<file path="src/proc_pkg.sv">
// constants, register map and state codes of the parallel result output block
// assumes a 100 MHz clock and an APB master with 32-bit data
package proc_pkg;
  localparam int ADDR_W = 8;
  localparam int DATA_W = 32;
  localparam int RES_W  = 16;
  localparam int TMR_W  = 32;

  localparam logic [ADDR_W-1:0] OFF_CTRL    = 8'h00;
  localparam logic [ADDR_W-1:0] OFF_PERIOD  = 8'h04;
  localparam logic [ADDR_W-1:0] OFF_DELAY   = 8'h08;
  localparam logic [ADDR_W-1:0] OFF_WIDTH   = 8'h0C;
  localparam logic [ADDR_W-1:0] OFF_TMO     = 8'h10;
  localparam logic [ADDR_W-1:0] OFF_ORTIME  = 8'h14;
  localparam logic [ADDR_W-1:0] OFF_RESULT  = 8'h18;
  localparam logic [ADDR_W-1:0] OFF_STATUS  = 8'h1C;
  localparam logic [ADDR_W-1:0] OFF_IRQ_ST  = 8'h20;
  localparam logic [ADDR_W-1:0] OFF_IRQ_CLR = 8'h24;
  localparam logic [ADDR_W-1:0] OFF_IRQ_EN  = 8'h28;
  localparam logic [ADDR_W-1:0] OFF_PHASE   = 8'h2C;

  localparam int CTRL_POL_PASS = 0;
  localparam int CTRL_HS       = 1;
  localparam int CTRL_ONESHOT  = 2;
  localparam int CTRL_ENPT_LSB = 3;
  localparam int CTRL_INV      = 5;
  localparam int CTRL_W        = 6;
  localparam logic [1:0] ENPT_IMAGE = 2'h0;
  localparam logic [1:0] ENPT_MEAS  = 2'h1;
  localparam logic [1:0] ENPT_DISP  = 2'h2;

  localparam int RES_OVR_BIT = 16;

  localparam int PH_START = 0;
  localparam int PH_IMAGE = 1;
  localparam int PH_MEAS  = 2;
  localparam int PH_DISP  = 3;

  localparam int IRQ_SENT = 0;
  localparam int IRQ_TMO  = 1;
  localparam int IRQ_ACK  = 2;
  localparam int IRQ_W    = 3;

  localparam logic [CTRL_W-1:0] CTRL_RST   = 6'h08;
  localparam logic [TMR_W-1:0]  PERIOD_RST = 32'h0000_0064;
  localparam logic [TMR_W-1:0]  DELAY_RST  = 32'h0000_000A;
  localparam logic [TMR_W-1:0]  WIDTH_RST  = 32'h0000_0032;
  localparam logic [TMR_W-1:0]  TMO_RST    = 32'h0000_2710;
  localparam logic [7:0]        ORTIME_RST = 8'h00;

  localparam int CLK_PERIOD_NS = 10;
  localparam int TICK_US       = 100;
  localparam int TICK_CYCLES   = (TICK_US * 1000) / CLK_PERIOD_NS;
  localparam int TICKS_PER_MS  = 1000 / TICK_US;

  typedef enum logic [4:0] {
    ST_IDLE   = 5'b00001,
    ST_DELAY  = 5'b00010,
    ST_STROBE = 5'b00100,
    ST_ACK    = 5'b01000,
    ST_GAP    = 5'b10000
  } proc_state_t;
endpackage

</file>
<file path="src/proc_timer.sv">
// loadable down counter stepped by a shared time tick
// assumes load and tick are synchronous one-cycle pulses
module proc_timer #(
  parameter int W = 32
) (
  input  wire logic         clock_in,
  input  wire logic         rst_n_in,
  input  wire logic         load_in,
  input  wire logic [W-1:0] value_in,
  input  wire logic         tick_in,
  output logic              done_out
);
  logic [W-1:0] count_r;
  logic [W-1:0] count_nxt;

  always_comb begin
    count_nxt = count_r;
    if (load_in) begin
      count_nxt = value_in;
    end else if (tick_in && (count_r != '0)) begin
      count_nxt = count_r - W'(1);
    end
  end

  always_ff @(posedge clock_in) begin
    if (!rst_n_in) begin
      count_r <= '0;
    end else begin
      count_r <= count_nxt;
    end
  end

  // tick phase makes each interval up to one tick short
  assign done_out = (count_r == '0);
endmodule

</file>
<file path="src/proc_top.sv">
// parallel result output controller with APB registers and one interrupt line
// assumes apb master, receiver ack and inputs all synchronous to clock_in
//
// Chosen here: the register addresses and the APB register port.
module proc_top #(
  parameter int TICK_CYCLES = proc_pkg::TICK_CYCLES
) (
  input  wire logic                          clock_in,
  input  wire logic                          rst_n_in,
  input  wire logic                          psel_in,
  input  wire logic                          penable_in,
  input  wire logic                          pwrite_in,
  input  wire logic [proc_pkg::ADDR_W-1:0]   paddr_in,
  input  wire logic [proc_pkg::DATA_W-1:0]   pwdata_in,
  output logic      [proc_pkg::DATA_W-1:0]   prdata_out,
  output logic                               pready_out,
  output logic                               pslverr_out,
  input  wire logic                          ack_in,
  output logic      [proc_pkg::RES_W-1:0]    result_data_lines_out,
  output logic                               strobe_out,
  output logic                               fail_judgment_out,
  output logic                               enable_out,
  output logic                               timeout_err_out,
  output logic                               irq_out
);
  import proc_pkg::*;

  logic [CTRL_W-1:0] ctrl_r,    ctrl_nxt;
  logic [TMR_W-1:0]  period_r,  period_nxt;
  logic [TMR_W-1:0]  delay_r,   delay_nxt;
  logic [TMR_W-1:0]  width_r,   width_nxt;
  logic [TMR_W-1:0]  tmo_r,     tmo_nxt;
  logic [7:0]        ortime_r,  ortime_nxt;
  logic [RES_W:0]    pend_r,    pend_nxt;
  logic              pend_v_r,  pend_v_nxt;
  logic [IRQ_W-1:0]  irq_st_r,  irq_st_nxt;
  logic [IRQ_W-1:0]  irq_en_r,  irq_en_nxt;
  logic [DATA_W-1:0] prdata_r,  prdata_nxt;
  logic              pready_r,  pready_nxt;
  logic              pslverr_r, pslverr_nxt;
  logic              ready_r,   ready_nxt;
  logic              enable_r,  enable_nxt;
  logic              irq_r,     irq_nxt;
  logic [31:0]       tick_cnt_r, tick_cnt_nxt;
  logic              tick_r,    tick_nxt;

  proc_state_t       state_r,   state_nxt;
  logic [RES_W-1:0]  data_r,    data_nxt;
  logic              strobe_r,  strobe_nxt;
  logic              or_r,      or_nxt;

  logic              phase_load, period_load, or_load;
  logic [TMR_W-1:0]  phase_val;
  logic [TMR_W-1:0]  or_val;
  logic              phase_done, period_done, or_done;
  logic              acc, wr, mapped;
  logic [IRQ_W-1:0]  ev;
  logic              pol_pass, active;

  assign acc = psel_in && penable_in && pready_r;
  assign wr  = acc && pwrite_in;
  assign pol_pass = ctrl_r[CTRL_POL_PASS];

  always_comb begin
    unique case (paddr_in)
      OFF_CTRL, OFF_PERIOD, OFF_DELAY, OFF_WIDTH, OFF_TMO, OFF_ORTIME,
      OFF_RESULT, OFF_STATUS, OFF_IRQ_ST, OFF_IRQ_CLR, OFF_IRQ_EN,
      OFF_PHASE: mapped = 1'b1;
      default:   mapped = 1'b0;
    endcase
  end

  // one wait state; read data and error are registered with pready
  always_comb begin
    pready_nxt  = psel_in && penable_in && !pready_r;
    pslverr_nxt = pready_nxt && !mapped;
    prdata_nxt  = '0;
    if (pready_nxt && !pwrite_in) begin
      unique case (paddr_in)
        OFF_CTRL:   prdata_nxt = DATA_W'(ctrl_r);
        OFF_PERIOD: prdata_nxt = period_r;
        OFF_DELAY:  prdata_nxt = delay_r;
        OFF_WIDTH:  prdata_nxt = width_r;
        OFF_TMO:    prdata_nxt = tmo_r;
        OFF_ORTIME: prdata_nxt = DATA_W'(ortime_r);
        OFF_RESULT: prdata_nxt = DATA_W'(pend_r);
        OFF_STATUS: prdata_nxt = DATA_W'({pend_v_r, ready_r, or_r, strobe_r, state_r});
        OFF_IRQ_ST: prdata_nxt = DATA_W'(irq_st_r);
        OFF_IRQ_EN: prdata_nxt = DATA_W'(irq_en_r);
        default:    prdata_nxt = '0;
      endcase
    end
  end

  always_comb begin
    ctrl_nxt   = ctrl_r;
    period_nxt = period_r;
    delay_nxt  = delay_r;
    width_nxt  = width_r;
    tmo_nxt    = tmo_r;
    ortime_nxt = ortime_r;
    irq_en_nxt = irq_en_r;
    if (wr) begin
      unique case (paddr_in)
        OFF_CTRL:   ctrl_nxt   = pwdata_in[CTRL_W-1:0];
        OFF_PERIOD: period_nxt = pwdata_in;
        OFF_DELAY:  delay_nxt  = pwdata_in;
        OFF_WIDTH:  width_nxt  = pwdata_in;
        OFF_TMO:    tmo_nxt    = pwdata_in;
        OFF_ORTIME: ortime_nxt = pwdata_in[7:0];
        OFF_IRQ_EN: irq_en_nxt = pwdata_in[IRQ_W-1:0];
        default:    ;
      endcase
    end
  end

  // shared time base of 0.1 ms
  always_comb begin
    tick_nxt     = 1'b0;
    tick_cnt_nxt = tick_cnt_r + 32'h0000_0001;
    if (tick_cnt_r == 32'(TICK_CYCLES - 1)) begin
      tick_cnt_nxt = '0;
      tick_nxt     = 1'b1;
    end
  end

  proc_timer #(.W(TMR_W)) u_phase (
    .clock_in (clock_in),
    .rst_n_in (rst_n_in),
    .load_in  (phase_load),
    .value_in (phase_val),
    .tick_in  (tick_r),
    .done_out (phase_done)
  );

  proc_timer #(.W(TMR_W)) u_period (
    .clock_in (clock_in),
    .rst_n_in (rst_n_in),
    .load_in  (period_load),
    .value_in (period_r),
    .tick_in  (tick_r),
    .done_out (period_done)
  );

  proc_timer #(.W(TMR_W)) u_or (
    .clock_in (clock_in),
    .rst_n_in (rst_n_in),
    .load_in  (or_load),
    .value_in (or_val),
    .tick_in  (tick_r),
    .done_out (or_done)
  );

  assign active = pend_r[RES_OVR_BIT] ^ pol_pass;
  assign or_val = TMR_W'(ortime_r) * TMR_W'(TICKS_PER_MS);

  always_comb begin
    state_nxt   = state_r;
    data_nxt    = data_r;
    strobe_nxt  = strobe_r;
    or_nxt      = or_r;
    pend_nxt    = pend_r;
    pend_v_nxt  = pend_v_r;
    phase_load  = 1'b0;
    phase_val   = delay_r;
    period_load = 1'b0;
    or_load     = 1'b0;
    ev          = '0;
    // one-shot ends when its timer runs out
    if (ctrl_r[CTRL_ONESHOT] && or_r && or_done) begin
      or_nxt = 1'b0;
    end
    unique case (state_r)
      ST_IDLE: begin
        if (pend_v_r) begin
          data_nxt    = pol_pass ? ~pend_r[RES_W-1:0] : pend_r[RES_W-1:0];
          pend_v_nxt  = 1'b0;
          phase_load  = 1'b1;
          period_load = 1'b1;
          if (ctrl_r[CTRL_ONESHOT]) begin
            or_nxt  = active && (ortime_r != 8'h00);
            or_load = 1'b1;
          end else begin
            or_nxt = active;
          end
          state_nxt = ST_DELAY;
        end
      end
      ST_DELAY: begin
        if (phase_done) begin
          strobe_nxt = 1'b1;
          phase_load = 1'b1;
          phase_val  = width_r;
          state_nxt  = ST_STROBE;
        end
      end
      ST_STROBE: begin
        if (phase_done) begin
          strobe_nxt     = 1'b0;
          ev[IRQ_SENT]   = 1'b1;
          if (ctrl_r[CTRL_HS]) begin
            phase_load = 1'b1;
            phase_val  = TMR_W'(tmo_r * TMR_W'(TICKS_PER_MS));
            state_nxt  = ST_ACK;
          end else begin
            state_nxt = ST_GAP;
          end
        end
      end
      ST_ACK: begin
        if (ack_in) begin
          ev[IRQ_ACK] = 1'b1;
          state_nxt   = ST_GAP;
        end else if (phase_done) begin
          ev[IRQ_TMO] = 1'b1;
          state_nxt   = ST_GAP;
        end
      end
      ST_GAP: begin
        if (period_done) begin
          state_nxt = ST_IDLE;
        end
      end
    endcase
    // newest result replaces one still waiting; a write beats the take
    if (wr && (paddr_in == OFF_RESULT)) begin
      pend_nxt   = pwdata_in[RES_W:0];
      pend_v_nxt = 1'b1;
    end
  end

  // sticky events, set wins over a clear in the same cycle
  always_comb begin
    irq_st_nxt = irq_st_r;
    if (wr && (paddr_in == OFF_IRQ_CLR)) begin
      irq_st_nxt = irq_st_r & ~pwdata_in[IRQ_W-1:0];
    end
    irq_st_nxt = irq_st_nxt | ev;
    irq_nxt    = |(irq_st_nxt & irq_en_nxt);
  end

  // processing phase reported by software drives the ready level
  always_comb begin
    ready_nxt = ready_r;
    if (wr && (paddr_in == OFF_PHASE)) begin
      if (pwdata_in[PH_START]) begin
        ready_nxt = 1'b0;
      end
      unique case (ctrl_r[CTRL_ENPT_LSB +: 2])
        ENPT_IMAGE: if (pwdata_in[PH_IMAGE]) ready_nxt = 1'b1;
        ENPT_MEAS:  if (pwdata_in[PH_MEAS])  ready_nxt = 1'b1;
        ENPT_DISP:  if (pwdata_in[PH_DISP])  ready_nxt = 1'b1;
        default:    if (pwdata_in[PH_MEAS])  ready_nxt = 1'b1;
      endcase
    end
    enable_nxt = ready_nxt ^ ctrl_nxt[CTRL_INV];
  end

  always_ff @(posedge clock_in) begin
    if (!rst_n_in) begin
      ctrl_r     <= CTRL_RST;
      period_r   <= PERIOD_RST;
      delay_r    <= DELAY_RST;
      width_r    <= WIDTH_RST;
      tmo_r      <= TMO_RST;
      ortime_r   <= ORTIME_RST;
      pend_r     <= '0;
      pend_v_r   <= 1'b0;
      irq_st_r   <= '0;
      irq_en_r   <= '0;
      prdata_r   <= '0;
      pready_r   <= 1'b0;
      pslverr_r  <= 1'b0;
      ready_r    <= 1'b1;
      enable_r   <= 1'b1;
      irq_r      <= 1'b0;
      tick_cnt_r <= '0;
      tick_r     <= 1'b0;
      state_r    <= ST_IDLE;
      data_r     <= '0;
      strobe_r   <= 1'b0;
      or_r       <= 1'b0;
    end else begin
      ctrl_r     <= ctrl_nxt;
      period_r   <= period_nxt;
      delay_r    <= delay_nxt;
      width_r    <= width_nxt;
      tmo_r      <= tmo_nxt;
      ortime_r   <= ortime_nxt;
      pend_r     <= pend_nxt;
      pend_v_r   <= pend_v_nxt;
      irq_st_r   <= irq_st_nxt;
      irq_en_r   <= irq_en_nxt;
      prdata_r   <= prdata_nxt;
      pready_r   <= pready_nxt;
      pslverr_r  <= pslverr_nxt;
      ready_r    <= ready_nxt;
      enable_r   <= enable_nxt;
      irq_r      <= irq_nxt;
      tick_cnt_r <= tick_cnt_nxt;
      tick_r     <= tick_nxt;
      state_r    <= state_nxt;
      data_r     <= data_nxt;
      strobe_r   <= strobe_nxt;
      or_r       <= or_nxt;
    end
  end

  assign prdata_out            = prdata_r;
  assign pready_out            = pready_r;
  assign pslverr_out           = pslverr_r;
  assign result_data_lines_out = data_r;
  assign strobe_out            = strobe_r;
  assign fail_judgment_out     = or_r;
  assign enable_out            = enable_r;
  assign timeout_err_out       = irq_st_r[IRQ_TMO];
  assign irq_out               = irq_r;
endmodule

</file>
<file path="config.mk">
export PLATFORM = sky130hd
export DESIGN_NAME = proc_top
export DESIGN_NICKNAME = d
export VERILOG_FILES = /design/src/proc_pkg.sv /design/src/proc_timer.sv /design/src/proc_top.sv
export SDC_FILE = /design/constraint.sdc
export NUM_CORES = 1
export LEC_CHECK = 0
export BUFFER_PORTS_ARGS = -buffer_cell sky130_fd_sc_hd__buf_2
export CORE_MARGIN = 5
export CORE_UTILIZATION = 60
export CTS_CLUSTER_DIAMETER = 120
export CTS_CLUSTER_SIZE = 10
export DETAILED_ROUTE_END_ITERATION = 10
export PLACE_DENSITY = 0.79
export SYNTH_ARGS = -nofsm -noshare
export SYNTH_HDL_FRONTEND = slang
export SYNTH_SLANG_ARGS = --single-unit
</file>
<file path="constraint.sdc">
create_clock -name clock_in -period 7.8 [get_ports clock_in]
set_clock_uncertainty 0.15 [all_clocks]
set_input_delay 1.56 -clock clock_in [delete_from_list [all_inputs] [get_ports clock_in]]
set_output_delay 1.56 -clock clock_in [all_outputs]
set_load 0.02 [all_outputs]
</file>
# After elaboration in Yosys (flattened, before gate mapping)
# Index checks and enable logic that the tools add are counted.
# W data, S select, Z words.
# word_totals
n_memories	0
reg_bits	355
romBits	0
ramBits	0
latchBits	0
in_bits	46
word_cells	165
# op_classes
n_addsub	4
bitwise_logic	8
reduce_logical	46
multipliers	2
order_cmp	0
n_shift	0
n_eq_ne	23
div	0
mux	55
# ops
operator	count
$pmux W32 S10	1
$mux W32	7
$logic_not A32 Y1	3
$reduce_bool A32 Y1	3
$sub A32 B1 Y32 const B	3
$pmux W32 S2	1
$mux W5	7
$add A32 B1 Y32 const B	1
$eq A32 B14 Y1 const B	1
$eq A8 B5 Y1 const B	4
$eq A8 B6 Y1 const B	4
$mul A32 B3 Y31 const B	1
$mux W1	26
$pmux W5 S5	1
$mux W12	2
$eq A8 B4 Y1 const B	2
$mux W16	1
$not A16 Y16	1
$reduce_and A2 Y1	8
$logic_and A1 B1 Y1	15
$mux W6	2
$reduce_or A12 Y1	1
$mul A8 B3 Y11 const B	1
$reduce_bool A2 Y1	5
other kinds (26)	37

# Longest topological paths before layout
# Gate-level depths: netlist (run 1).
# depth
depth_word	8
ltp_mapped	12

# Hierarchy
# A second synthesis (run 1) with hierarchy kept.
# unflattened
hier_cells	2280
area_unflattened_um2	18769.3
# modules_own_cells
mod	cells_per_inst	seq_area_each_um2	instances	area_each_um2
proc_top	1593	5185.0	1	12962.4
proc_timer	229	640.6	3	1935.6

# Least setup slack after synthesis (run 1)
# OpenSTA, ideal clock, no wires.
# synth_timing
path_type	input -> register
start	input port paddr_in[5] (netlist name)
end	register pend_r[10]
path_stages	8
path_buffers	2
setup_ps	70
path_slack_ps	4425
arrival_ps	3155
required_ps	7580
cell_sequence	nor3_1 > nand2_1 > nor2_1 > and2_1 > clkbuf_1 > clkbuf_1 > nand2_1 > a21oi_1
# synth_between
elab_chain_cells	2
# synth_rtl
element	line	text
start, declared	proc_top.sv:13	input wire logic [proc_pkg::ADDR_W-1:0] paddr_in,
$eq A8 B5 Y1	proc_top.sv:226	if (wr && (paddr_in == OFF_RESULT)) begin
$logic_and A1 B1 Y1	proc_top.sv:226	
end signal, assigned	proc_top.sv:290	pend_r <= pend_nxt;
end, declared	proc_top.sv:34	logic [RES_W:0] pend_r, pend_nxt;
# Every way passes these cells.
# A chain may end at the register's enable or synchronous reset.

# Final worst setup path (run 1)
# layout_timing
start	register tmo_r[17]
end	register u_phase.count_r[29]
# layout_between
elab_chain_cells	5
# layout_rtl
element	line	text
start, declared	proc_top.sv:32	logic [TMR_W-1:0] tmo_r, tmo_nxt;
start signal, assigned	proc_top.sv:288	tmo_r <= tmo_nxt;
$mul A32 B3 Y31	proc_top.sv:203	phase_val = TMR_W'(tmo_r * TMR_W'(TICKS_PER_MS));
$mux W32	proc_top.sv:201	if (ctrl_r[CTRL_HS]) begin
$mux W32	proc_top.sv:198	if (phase_done) begin
$pmux W32 S2	proc_top.sv:173	unique case (state_r)
$mux W32	proc_timer.sv:18	if (load_in) begin
end signal, assigned	proc_timer.sv:29	count_r <= count_nxt;
end, declared	proc_timer.sv:13	logic [W-1:0] count_r;
# Every way passes these cells.

==> impl_metrics.json, run 1 <==
{
  "synth_nets": 2308,
  "dp_hpwl_um": 37800,
  "cts_buffers": 41,
  "p_total_uw": 3960,
  "met1_length_um": 21900,
  "clk_pin_slew_ns": 0.06,
  "seq_area_frac_synth": 0.402,
  "tritoncts": "yes",
  "ys_top_cells_by_area": "dfxtp_1 (40%), nand2_1 (8.9%), a21oi_1 (6.7%), ha_1 (5.1%), xnor2_1 (4.1%)",
  "cp_data_required_time_ns": 8.03,
  "cts_num_sinks": 355,
  "grt_pass1_wl_um": 87700,
  "crit_start": "tmo_r[17]",
  "setup_violations": 0,
  "crit_fanout": 6,
  "yosysTopAreaCellShare": 0.402,
  "finalWirelength_um": 55100,
  "r2r_end": "u_phase.count_r[29]",
  "grt_max_degree": 91,
  "grt_setup_unrepaired": "false",
  "cts_resized": 0,
  "startpoint_type": "flop",
  "grt_antenna_before_repair": 0,
  "first_iter_violations": 2336,
  "wl_met3_um": 6350,
  "top_layer": "met4",
  "cap_viol_max_count": 0,
  "critPathKind": "reg2reg",
  "gr-usage-all-layers": 0.322,
  "fin_tns_setup_ns": 0,
  "placedCellCount": 2560,
  "dr_total_vias": 17000,
  "async_flop_share": 0,
  "r2r-start": "tmo_r[17]",
  "hold_start": "tick_cnt_r[0]",
  "syn_inst": 2188,
  "ctsHoldBuffers": 0,
  "outcome": "complete, no violations",
  "place_area_um2": 18400,
  "layout_min_cycle_time_ns": 4.06,
  "via_per_inst": 6.52,
  "final_nets": 2339,
  "post_cts_buffers": 0,
  "start_util": 0.612,
  "io_buffers": 100,
  "timing.final.crit_share": 0.521,
  "final_area_um2": 19400,
  "fp.dieArea_um2": 33000,
  "ys.flop_type": "dfxtp_1",
  "tightest_slew_ns": 1.24,
  "post-route-drc-count": 0,
  "leakage_uw": 0.00733,
  "die_h_um": 182,
  "yosysWarnings": 0,
  "synth.avg_cell_area_um2": 8.09,
  "path_cells": "ha_1 -> ha_1 -> a21oi_1 -> o21ai_0 -> a2111oi_0 -> nand2_1 -> o21ai_0 -> mux2i_1 -> o41ai_1 -> a31oi_1",
  "relSlewSlack": 0.172,
  "rrSetupSlack_ns": 3.74,
  "ff2ff_path_depth": 10,
  "antenna_cells": 0,
  "clock_latency_ns": 0.53,
  "gr-total-overflow": 0,
  "synth_area_um2": 17700,
  "max_stage_delay_ns": 0.92,
  "detail-route-antenna-nets": 0,
  "crit_path_end": "u_phase.count_r[29]",
  "htree_num_levels": 2,
  "root_buffer": "clkbuf_16",
  "max_freq_mhz": 246,
  "final_cells": 2604,
  "yosysTopAreaCell": "dfxtp_1",
  "cp_data_arrival_time_ns": 4.30,
  "num_rows": 62,
  "critPathCaptureType": "flop",
  "grt_pass1_vias": 16200,
  "coreArea_um2": 28900,
  "synth_cell_types": 81,
  "synth_edf_count": 0,
  "die_x_um": 182,
  "crit_slowest_cell": "a2111oi_0",
  "wl_per_cell_um": 21.2,
  "hold_violations": 0,
  "peakVddDrop_v": 0.000190,
  "wl_met2_um": 24600,
  "place_congestion": 0.987,
  "first_pass_iters": 6,
  "drive_above_1_share": 0.0901,
  "area_growth_pct": 9.76,
  "ios": 101,
  "ys_seq_elements": 355,
  "p_per_area_nw_per_um2": 204,
  "slew_violations": 0,
  "clockBufferDepth": 3,
  "hp-class": "reg2reg"
}
worst min-delay path by stage:
stage | end | cells after the start
2_1_floorplan | tick_cnt_r[0] | 1
3_3_place_gp | tick_cnt_r[0] | 1
3_5_place_dp | tick_cnt_r[0] | 1
4_1_cts | tick_cnt_r[0] | 1
5_1_grt | tick_cnt_r[0] | 1
6_report | tick_cnt_r[0] | 1
area by class of cell:
type	count	area, µm²
sequential	355	7110
clock inverter	2	23.8
tap	384	480
inverter	17	68.8
clock buffer	42	1050
multi-input combinational	1680	10000
fill	2400	9510
timing repair buffer	124	681
synth_stat cells, types with 17 or more instances:
master	instances
nor2_1	180
nand3_1	63
clkbuf_1	122
a22oi_1	71
nor3_1	46
and3_1	17
nand2_1	420
inv_1	17
o21ai_0	69
a31oi_1	24
a21oi_1	236
a211oi_1	45
ha_1	72
a21o_1	18
xnor2_1	82
dfxtp_1	355
nor4_1	30
nand2b_1	19
xor2_1	63
or3_1	22
sequential cells by signal, indices dropped and copies added, names as in the netlist, 32 cells and up:
register / flops
u_period.count_r: 32
delay_r: 32
width_r: 32
u_phase.count_r: 32
prdata_out: 32
tmo_r: 32
tick_cnt_r: 32
u_or.count_r: 32
period_r: 32
cell usage in the layout (no fill, tap or decap), types with 6 or more instances in the layout:
| master | instances |
|---|---|
| o31ai_1 | 6 |
| a22o_1 | 10 |
| clkbuf_16 | 42 |
| buf_4 | 24 |
| a21o_1 | 18 |
| buf_2 | 100 |
| dfxtp_1 | 355 |
| ha_1 | 72 |
| o21a_1 | 7 |
| a222oi_1 | 11 |
| mux2i_1 | 12 |
| xor2_1 | 63 |
| nor4_1 | 30 |
| nand3_1 | 63 |
| nand2_1 | 419 |
| nand3b_1 | 6 |
| nor2_1 | 176 |
| a221oi_1 | 14 |
| a31oi_1 | 24 |
| and2_1 | 12 |
| nand4_1 | 14 |
| nand2b_1 | 19 |
| xnor2_1 | 82 |
| a211oi_1 | 45 |
| nor3_1 | 46 |
| o211ai_1 | 8 |
| a22oi_1 | 71 |
| or4_1 | 6 |
| inv_1 | 16 |
| or3_1 | 22 |
| and3_1 | 17 |
| o21bai_1 | 8 |
| o21ai_0 | 69 |
| a21oi_1 | 236 |
worst max-delay path: cells and delay by family, from the launching register on:
kind	cells	cell delay [ns]
flops	1	0.49
compound gates	6	2.29
fa+ha+maj	2	0.69
simple gates	1	0.15
mux	1	0.14
per-layer routing:
layer,vias up,track usage
met5,-,0
met4,0,0.120
met3,187,0.0636
met2,1067,0.506
met1,7889,0.442
li1,7833,-
per-stage QoR:
step | setup slack (ns) | hold WS, ns | util
floorplan | 4.42 | 0.263 | -
global placement | 3.72 | 0.272 | 0.634
detailed placement | 3.67 | 0.292 | 0.634
CTS | 3.82 | 0.300 | 0.671
global route | 3.56 | 0.328 | 0.671
finish | 3.74 | 0.293 | 0.671
power by group:
| part | leakage (µW) | switching [µW] | total [µW] | internal, µW |
|---|---|---|---|---|
| sequential | 0.00286 | 39.5 | 1890 | 1850 |
| clock | 0.000525 | 713 | 1660 | 946 |
| combinational | 0.00394 | 272 | 411 | 139 |
| total | 0.00733 | 1020 | 3960 | 2930 |
kinds of logic after synthesis:
logic type,after synthesis,synth area share
flip-flops,355,0.402
buffers and inverters,153,0.0341
XOR/XNOR,145,0.0718
multiplexers,12,0.00679
adder cells (fa/ha/maj),74,0.0532
AND/OR/NAND/NOR,866,0.221
AO/OA/AOI/OAI,583,0.212
(Power assumes the default switching activity.)
==> run 2: changes to the inputs <==
--- a/config.mk
+++ b/config.mk
@@ -7,11 +7,11 @@
 export LEC_CHECK = 0
 export BUFFER_PORTS_ARGS = -buffer_cell sky130_fd_sc_hd__buf_2
 export CORE_MARGIN = 5
-export CORE_UTILIZATION = 60
+export CORE_UTILIZATION = 56
 export CTS_CLUSTER_DIAMETER = 120
 export CTS_CLUSTER_SIZE = 10
 export DETAILED_ROUTE_END_ITERATION = 10
-export PLACE_DENSITY = 0.79
+export PLACE_DENSITY = 0.77
 export SYNTH_ARGS = -nofsm -noshare
 export SYNTH_HDL_FRONTEND = slang
 export SYNTH_SLANG_ARGS = --single-unit
==> constraint.sdc (replaced) <==
create_clock -name clock_in -period 3.6 [get_ports clock_in]
set_clock_uncertainty 0.15 [all_clocks]
set_input_delay 0.72 -clock clock_in [delete_from_list [all_inputs] [get_ports clock_in]]
set_output_delay 0.72 -clock clock_in [all_outputs]
set_load 0.02 [all_outputs]
==> run 2 against run 1 <==
  * Register-to-register slack worse by 3.5 ns
  * Final cell count rose by 2.3%
  * Routed wire length increased by 1.2%
  * Utilization is 4.1 points lower
  * Count of clock-buffer cells in the layout unchanged
  * Worst setup slack worse by 3.5 ns
  * Clock power increased by 120%
  * Non-clock buffer count increased by 41
  * First-iteration DRC count is 16% lower
  * Sequential share of layout area decreased by 0.65 points
  * Critical endpoint is now u_phase.count_r[26]
==> impl_metrics.json, run 2 (synthesis results as in run 1) <==
{
  "critPathKind": "reg2reg",
  "clk_pin_slew_ns": 0.06,
  "critPathCaptureType": "flop",
  "via_per_inst": 6.40,
  "p_per_area_nw_per_um2": 437,
  "first_pass_iters": 6,
  "die_h_um": 188,
  "crit_fanout": 4,
  "start_util": 0.564,
  "grt_antenna_before_repair": 0,
  "r2r-start": "tmo_r[1]",
  "grt_pass1_wl_um": 88600,
  "layout_commonest_cell": "nand2_1",
  "first_iter_violations": 1971,
  "place_congestion": 0.989,
  "clockBufferDepth": 3,
  "gr-usage-all-layers": 0.306,
  "htree_num_levels": 2,
  "clock_latency_ns": 0.54,
  "tritoncts": "yes",
  "crit_start": "tmo_r[1]",
  "final_nets": 2380,
  "peakVddDrop_v": 0.000356,
  "cp_data_arrival_time_ns": 3.65,
  "hold_start": "tick_cnt_r[0]",
  "cp_data_required_time_ns": 3.87,
  "most-common-layout-cells": "nand2_1 (419), dfxtp_1 (355), a21oi_1 (236), nor2_1 (176), buf_2 (100)",
  "fillers": 2739,
  "grt_max_degree": 128,
  "finalWirelength_um": 55800,
  "hold_violations": 0,
  "slew_violations": 0,
  "relSlewSlack": 0.210,
  "tightest_slew_ns": 1.18,
  "outcome": "complete, no violations",
  "grt_pass1_vias": 16200,
  "max_freq_mhz": 296,
  "num_rows": 65,
  "post-route-drc-count": 0,
  "leakage_uw": 0.00754,
  "root_buffer": "clkbuf_16",
  "timing.final.crit_share": 0.939,
  "die_x_um": 188,
  "layout_min_cycle_time_ns": 3.38,
  "drive_above_1_share": 0.107,
  "cts_num_sinks": 355,
  "hp-class": "reg2reg",
  "wl_per_cell_um": 20.9,
  "io_buffers": 100,
  "p_total_uw": 8640,
  "grt_setup_unrepaired": "false",
  "cts_buffers": 41,
  "antenna_cells": 0,
  "setup_violations": 0,
  "area_growth_pct": 11.8,
  "gr-total-overflow": 0,
  "ios": 101,
  "fin_tns_setup_ns": 0,
  "cap_viol_max_count": 0,
  "dp_hpwl_um": 39000,
  "coreArea_um2": 31400,
  "detail-route-antenna-nets": 0,
  "dr_total_vias": 17000,
  "fp.dieArea_um2": 35300,
  "startpoint_type": "flop"
}
==> run 2: what timing repair did <==
action                                  in CTS  in global routing
resized for setup                            0                  3
hold buffers                                 0                  0
endpoints found under the setup margin       0                  2
setup buffers                                0                  0
==> run 2: stage by stage <==
stage / utilization / hold slack (ns) / area [µm²] / cells / setup slack, ns
global placement: 0.595 / 0.273 / 18700 / 2619 / 0.218
detailed placement: 0.595 / 0.295 / 18700 / 2619 / 0.138
finish: 0.630 / 0.298 / 19800 / 2663 / 0.221
CTS: 0.630 / 0.292 / 19800 / 2663 / 0.111
floorplan: - / 0.263 / 17700 / 2188 / 0.435
global route: 0.630 / 0.313 / 19800 / 2663 / 0.0349
==> run 2: final timing paths <==
check                        end  slack (ns)  cells past startpoint
max          u_phase.count_r[26]        0.22                     12
max reg2reg  u_phase.count_r[26]        0.22                     12
min                tick_cnt_r[0]        0.30                      1
min reg2reg        tick_cnt_r[0]        0.30                      1
==> run 2: worst max-delay path, stage by stage, from the launching register on <==
cell and delay [ns]:
dfxtp_1 0.34, ha_1 0.31, ha_1 0.23, fa_1 0.44
a211oi_2 0.24, o21ai_0 0.17, a31oi_1 0.22, buf_4 0.17
o31ai_1 0.12, a311oi_1 0.29, xnor2_1 0.16, nor4_1 0.07
a2111oi_1 0.35
==> run 2: final cells by class <==
class	count	area [µm²]	share of cell area
Inverter	17	68.8	0.00348
Clock buffer	42	1050	0.0531
Tap cell	402	503	0.0254
Sequential cell	355	7110	0.359
Multi-Input combinational cell	1680	10000	0.507
Clock inverter	2	23.8	0.00120
Timing Repair Buffer	165	1000	0.0506
==> run 2: metal layers <==
metal / vias up / global-route usage / part of all wire
met5: - / 0 / 0
met4: 0 / 0.123 / 0.040
met3: 172 / 0.0521 / 0.10
met2: 913 / 0.482 / 0.45
met1: 8043 / 0.421 / 0.41
li1: 7915 / - / -
==> run 2: report_power, final <==
group,internal [µW],switching [µW]
logic,347,602
clock network,2050,1550
registers,4000,87.6
total,6400,2240
==> run 3: changes to the inputs <==
--- a/config.mk
+++ b/config.mk
@@ -5,6 +5,7 @@
 export SDC_FILE = /design/constraint.sdc
 export NUM_CORES = 1
 export LEC_CHECK = 0
+export ABC_AREA = 1
 export BUFFER_PORTS_ARGS = -buffer_cell sky130_fd_sc_hd__buf_2
 export CORE_MARGIN = 5
 export CORE_UTILIZATION = 56
==> run 3 against run 2 <==
  * Combinational power grew to 2.5 times the previous value
  * Area after synthesis is 13% higher
  * Highest routed layer is now met5
  * Design area grew 10%
  * Via count grew 19%
  * Routed wire length is 19% higher
  * Critical path depth is 1 lower
  * Non-clock buffer count decreased by 33
==> impl_metrics.json, run 3 <==
{
  "outcome": "complete, no violations",
  "antenna_cells": 0,
  "synth_area_um2": 19900,
  "yosysTopAreaCellShare": 0.357,
  "p_total_uw": 10200,
  "internal-power_uw": 6780,
  "die_h_um": 199,
  "first_pass_iters": 6,
  "ys.flop_type": "dfxtp_1",
  "synth_commonest_cells": "nand2_1 (639), dfxtp_1 (355), nor2_1 (344)",
  "top_layer": "met5",
  "ios": 101,
  "most-common-layout-cells": "nand2_1 (639), dfxtp_1 (355), nor2_1 (343), inv_1 (309), a21oi_1 (284)",
  "via_per_inst": 5.88,
  "post-place-ws_ns": 0.439,
  "p_comb_frac": 0.235,
  "post_cts_buffers": 0,
  "pwr-share-seq": 0.402,
  "post-route-drc-count": 0,
  "cp_data_required_time_ns": 3.91,
  "critPathKind": "reg2reg",
  "detail-route-antenna-nets": 0,
  "synth_nets": 3049,
  "ctsHoldBuffers": 0,
  "cts_buffers": 41,
  "crit_family": "simple AND/OR/NAND/NOR gates",
  "start_util": 0.564,
  "clk_pin_slew_ns": 0.06,
  "syn_inst": 2929,
  "area_growth_pct": 9.53,
  "grt_pass1_wl_um": 104000,
  "cts_resized": 0,
  "num_rows": 69,
  "path_common_cell": "nand2_1",
  "yosysTopAreaCell": "dfxtp_1",
  "yosysWarnings": 0,
  "hold_violations": 0,
  "dp_hpwl_um": 49300,
  "startpoint_type": "flop",
  "cp_data_arrival_time_ns": 3.29,
  "clock_latency_ns": 0.58,
  "htree_num_levels": 2,
  "io_buffers": 100,
  "synth_cell_types": 64,
  "wl_met3_um": 5490,
  "drive_above_1_share": 0.0888,
  "wl_per_cell_um": 19.2,
  "timing.final.crit_share": 0.827,
  "place_congestion": 1.01,
  "seq_area_frac_synth": 0.357,
  "timing.final.ws_setup_ns": 0.622,
  "gr-total-overflow": 0,
  "ys_top_cells_by_area": "dfxtp_1 (36%), nand2_1 (12%), a21oi_1 (7.1%), nor2_1 (6.5%), inv_1 (5.8%)",
  "path_cells": "ha_1 -> ha_1 -> nand2_1 -> nor2_1 -> nand3_1 -> nand3b_1 -> nand2_1 -> nand2_1 -> o2111ai_1 -> nand3_1 -> inv_1",
  "placedCellCount": 3411,
  "cap_viol_max_count": 0,
  "switching_share": 0.334,
  "fp.dieArea_um2": 39500,
  "coreArea_um2": 35300,
  "grt_pass1_vias": 19000,
  "slew_violations": 0,
  "die_x_um": 199,
  "clockBufferDepth": 3,
  "crit_fanout": 5,
  "wl_met2_um": 29800,
  "async_flop_share": 0,
  "final_cells": 3456,
  "leakage_uw": 0.00966,
  "synth.most_common_cell": "nand2_1",
  "pwr-share-clk": 0.363,
  "tightest_slew_ns": 1.09,
  "grt_max_degree": 77,
  "grt_antenna_before_repair": 1,
  "max_freq_mhz": 336,
  "setup_violations": 0,
  "relSlewSlack": 0.271,
  "p_per_area_nw_per_um2": 467,
  "fin_tns_setup_ns": 0,
  "peakVddDrop_v": 0.000369,
  "holdWs_ns": 0.236,
  "critPathCaptureType": "flop",
  "final_nets": 3113,
  "ys_seq_elements": 355,
  "tritoncts": "yes",
  "synth_edf_count": 0,
  "first_iter_violations": 2101,
  "dr_total_vias": 20300,
  "layout_commonest_cell": "nand2_1",
  "met1_length_um": 27800,
  "max_stage_delay_ns": 0.51,
  "grt_setup_unrepaired": "false",
  "finalWirelength_um": 66500,
  "p_sw_uw": 3410,
  "cts_num_sinks": 355,
  "gr-usage-all-layers": 0.329,
  "synth.avg_cell_area_um2": 6.80,
  "hp-class": "in2reg",
  "layout_min_cycle_time_ns": 2.98,
  "root_buffer": "clkbuf_16",
  "path_buf_inv": 1,
  "crit_slowest_cell": "dfxtp_1"
}
## run 3: final timing paths
check / from / to / slack (ns) / depth (start not counted)
worst max register to register: tmo_r[13] / u_phase.count_r[15] / 0.62 / 11
worst min register to register: tick_cnt_r[0] / tick_cnt_r[0] / 0.30 / 1
worst min-delay path: penable_in / pready_out / 0.24 / 3
worst max-delay path: tmo_r[13] / u_phase.count_r[15] / 0.62 / 11
## run 3: cell families (layout without fill, tap and decap cells)
group                    count (synthesis)  after routing  synth area share
multiplexers                             1              1          0.000502
XOR/XNOR                                97             97            0.0426
flip-flops                             355            355             0.357
AND/OR/NAND/NOR                       1301           1301             0.282
adder cells (fa/ha/maj)                 74             74            0.0472
buffers and inverters                  441            507            0.0884
AO/OA/AOI/OAI                          660            660             0.182
## run 3: final cells by class
class,instances,area (µm²)
multi-input combinational,2133,11100
timing repair buffer,132,743
fill,3315,13500
inverter,330,1240
tap,461,577
clock inverter,3,43.8
clock buffer,42,1050
sequential,355,7110
## run 3: worst register-to-register path, stage by stage (launching register included)
cell	delay [ns]
dfxtp_1	0.51
ha_1	0.30
ha_1	0.36
nand2_1	0.13
nor2_1	0.33
nand3_1	0.15
nand3b_1	0.26
nand2_1	0.08
nand2_1	0.12
o2111ai_1	0.27
nand3_1	0.14
inv_1	0.05
## run 3: power groups by stage
stage	Combinational [µW]	Sequential (µW)	Clock, µW
floorplan	1740	4170	0
global placement	2310	4180	0
detailed placement	2340	4180	0
CTS	2350	4100	3730
global route	2620	4110	3880
finish	2390	4100	3700
## run 3: stage by stage
stage	util	cell area (µm²)
6_report	0.618	21800
2_1_floorplan	-	19900
5_1_grt	0.618	21800
3_5_place_dp	0.587	20700
4_1_cts	0.618	21800
3_3_place_gp	0.587	20700
## run 3: per-layer routing
layer | up-vias | GRT usage
li1 | 9781 | -
met3 | 191 | 0.0442
met5 | - | 0
met2 | 973 | 0.528
met4 | 2 | 0.158
met1 | 9379 | 0.441
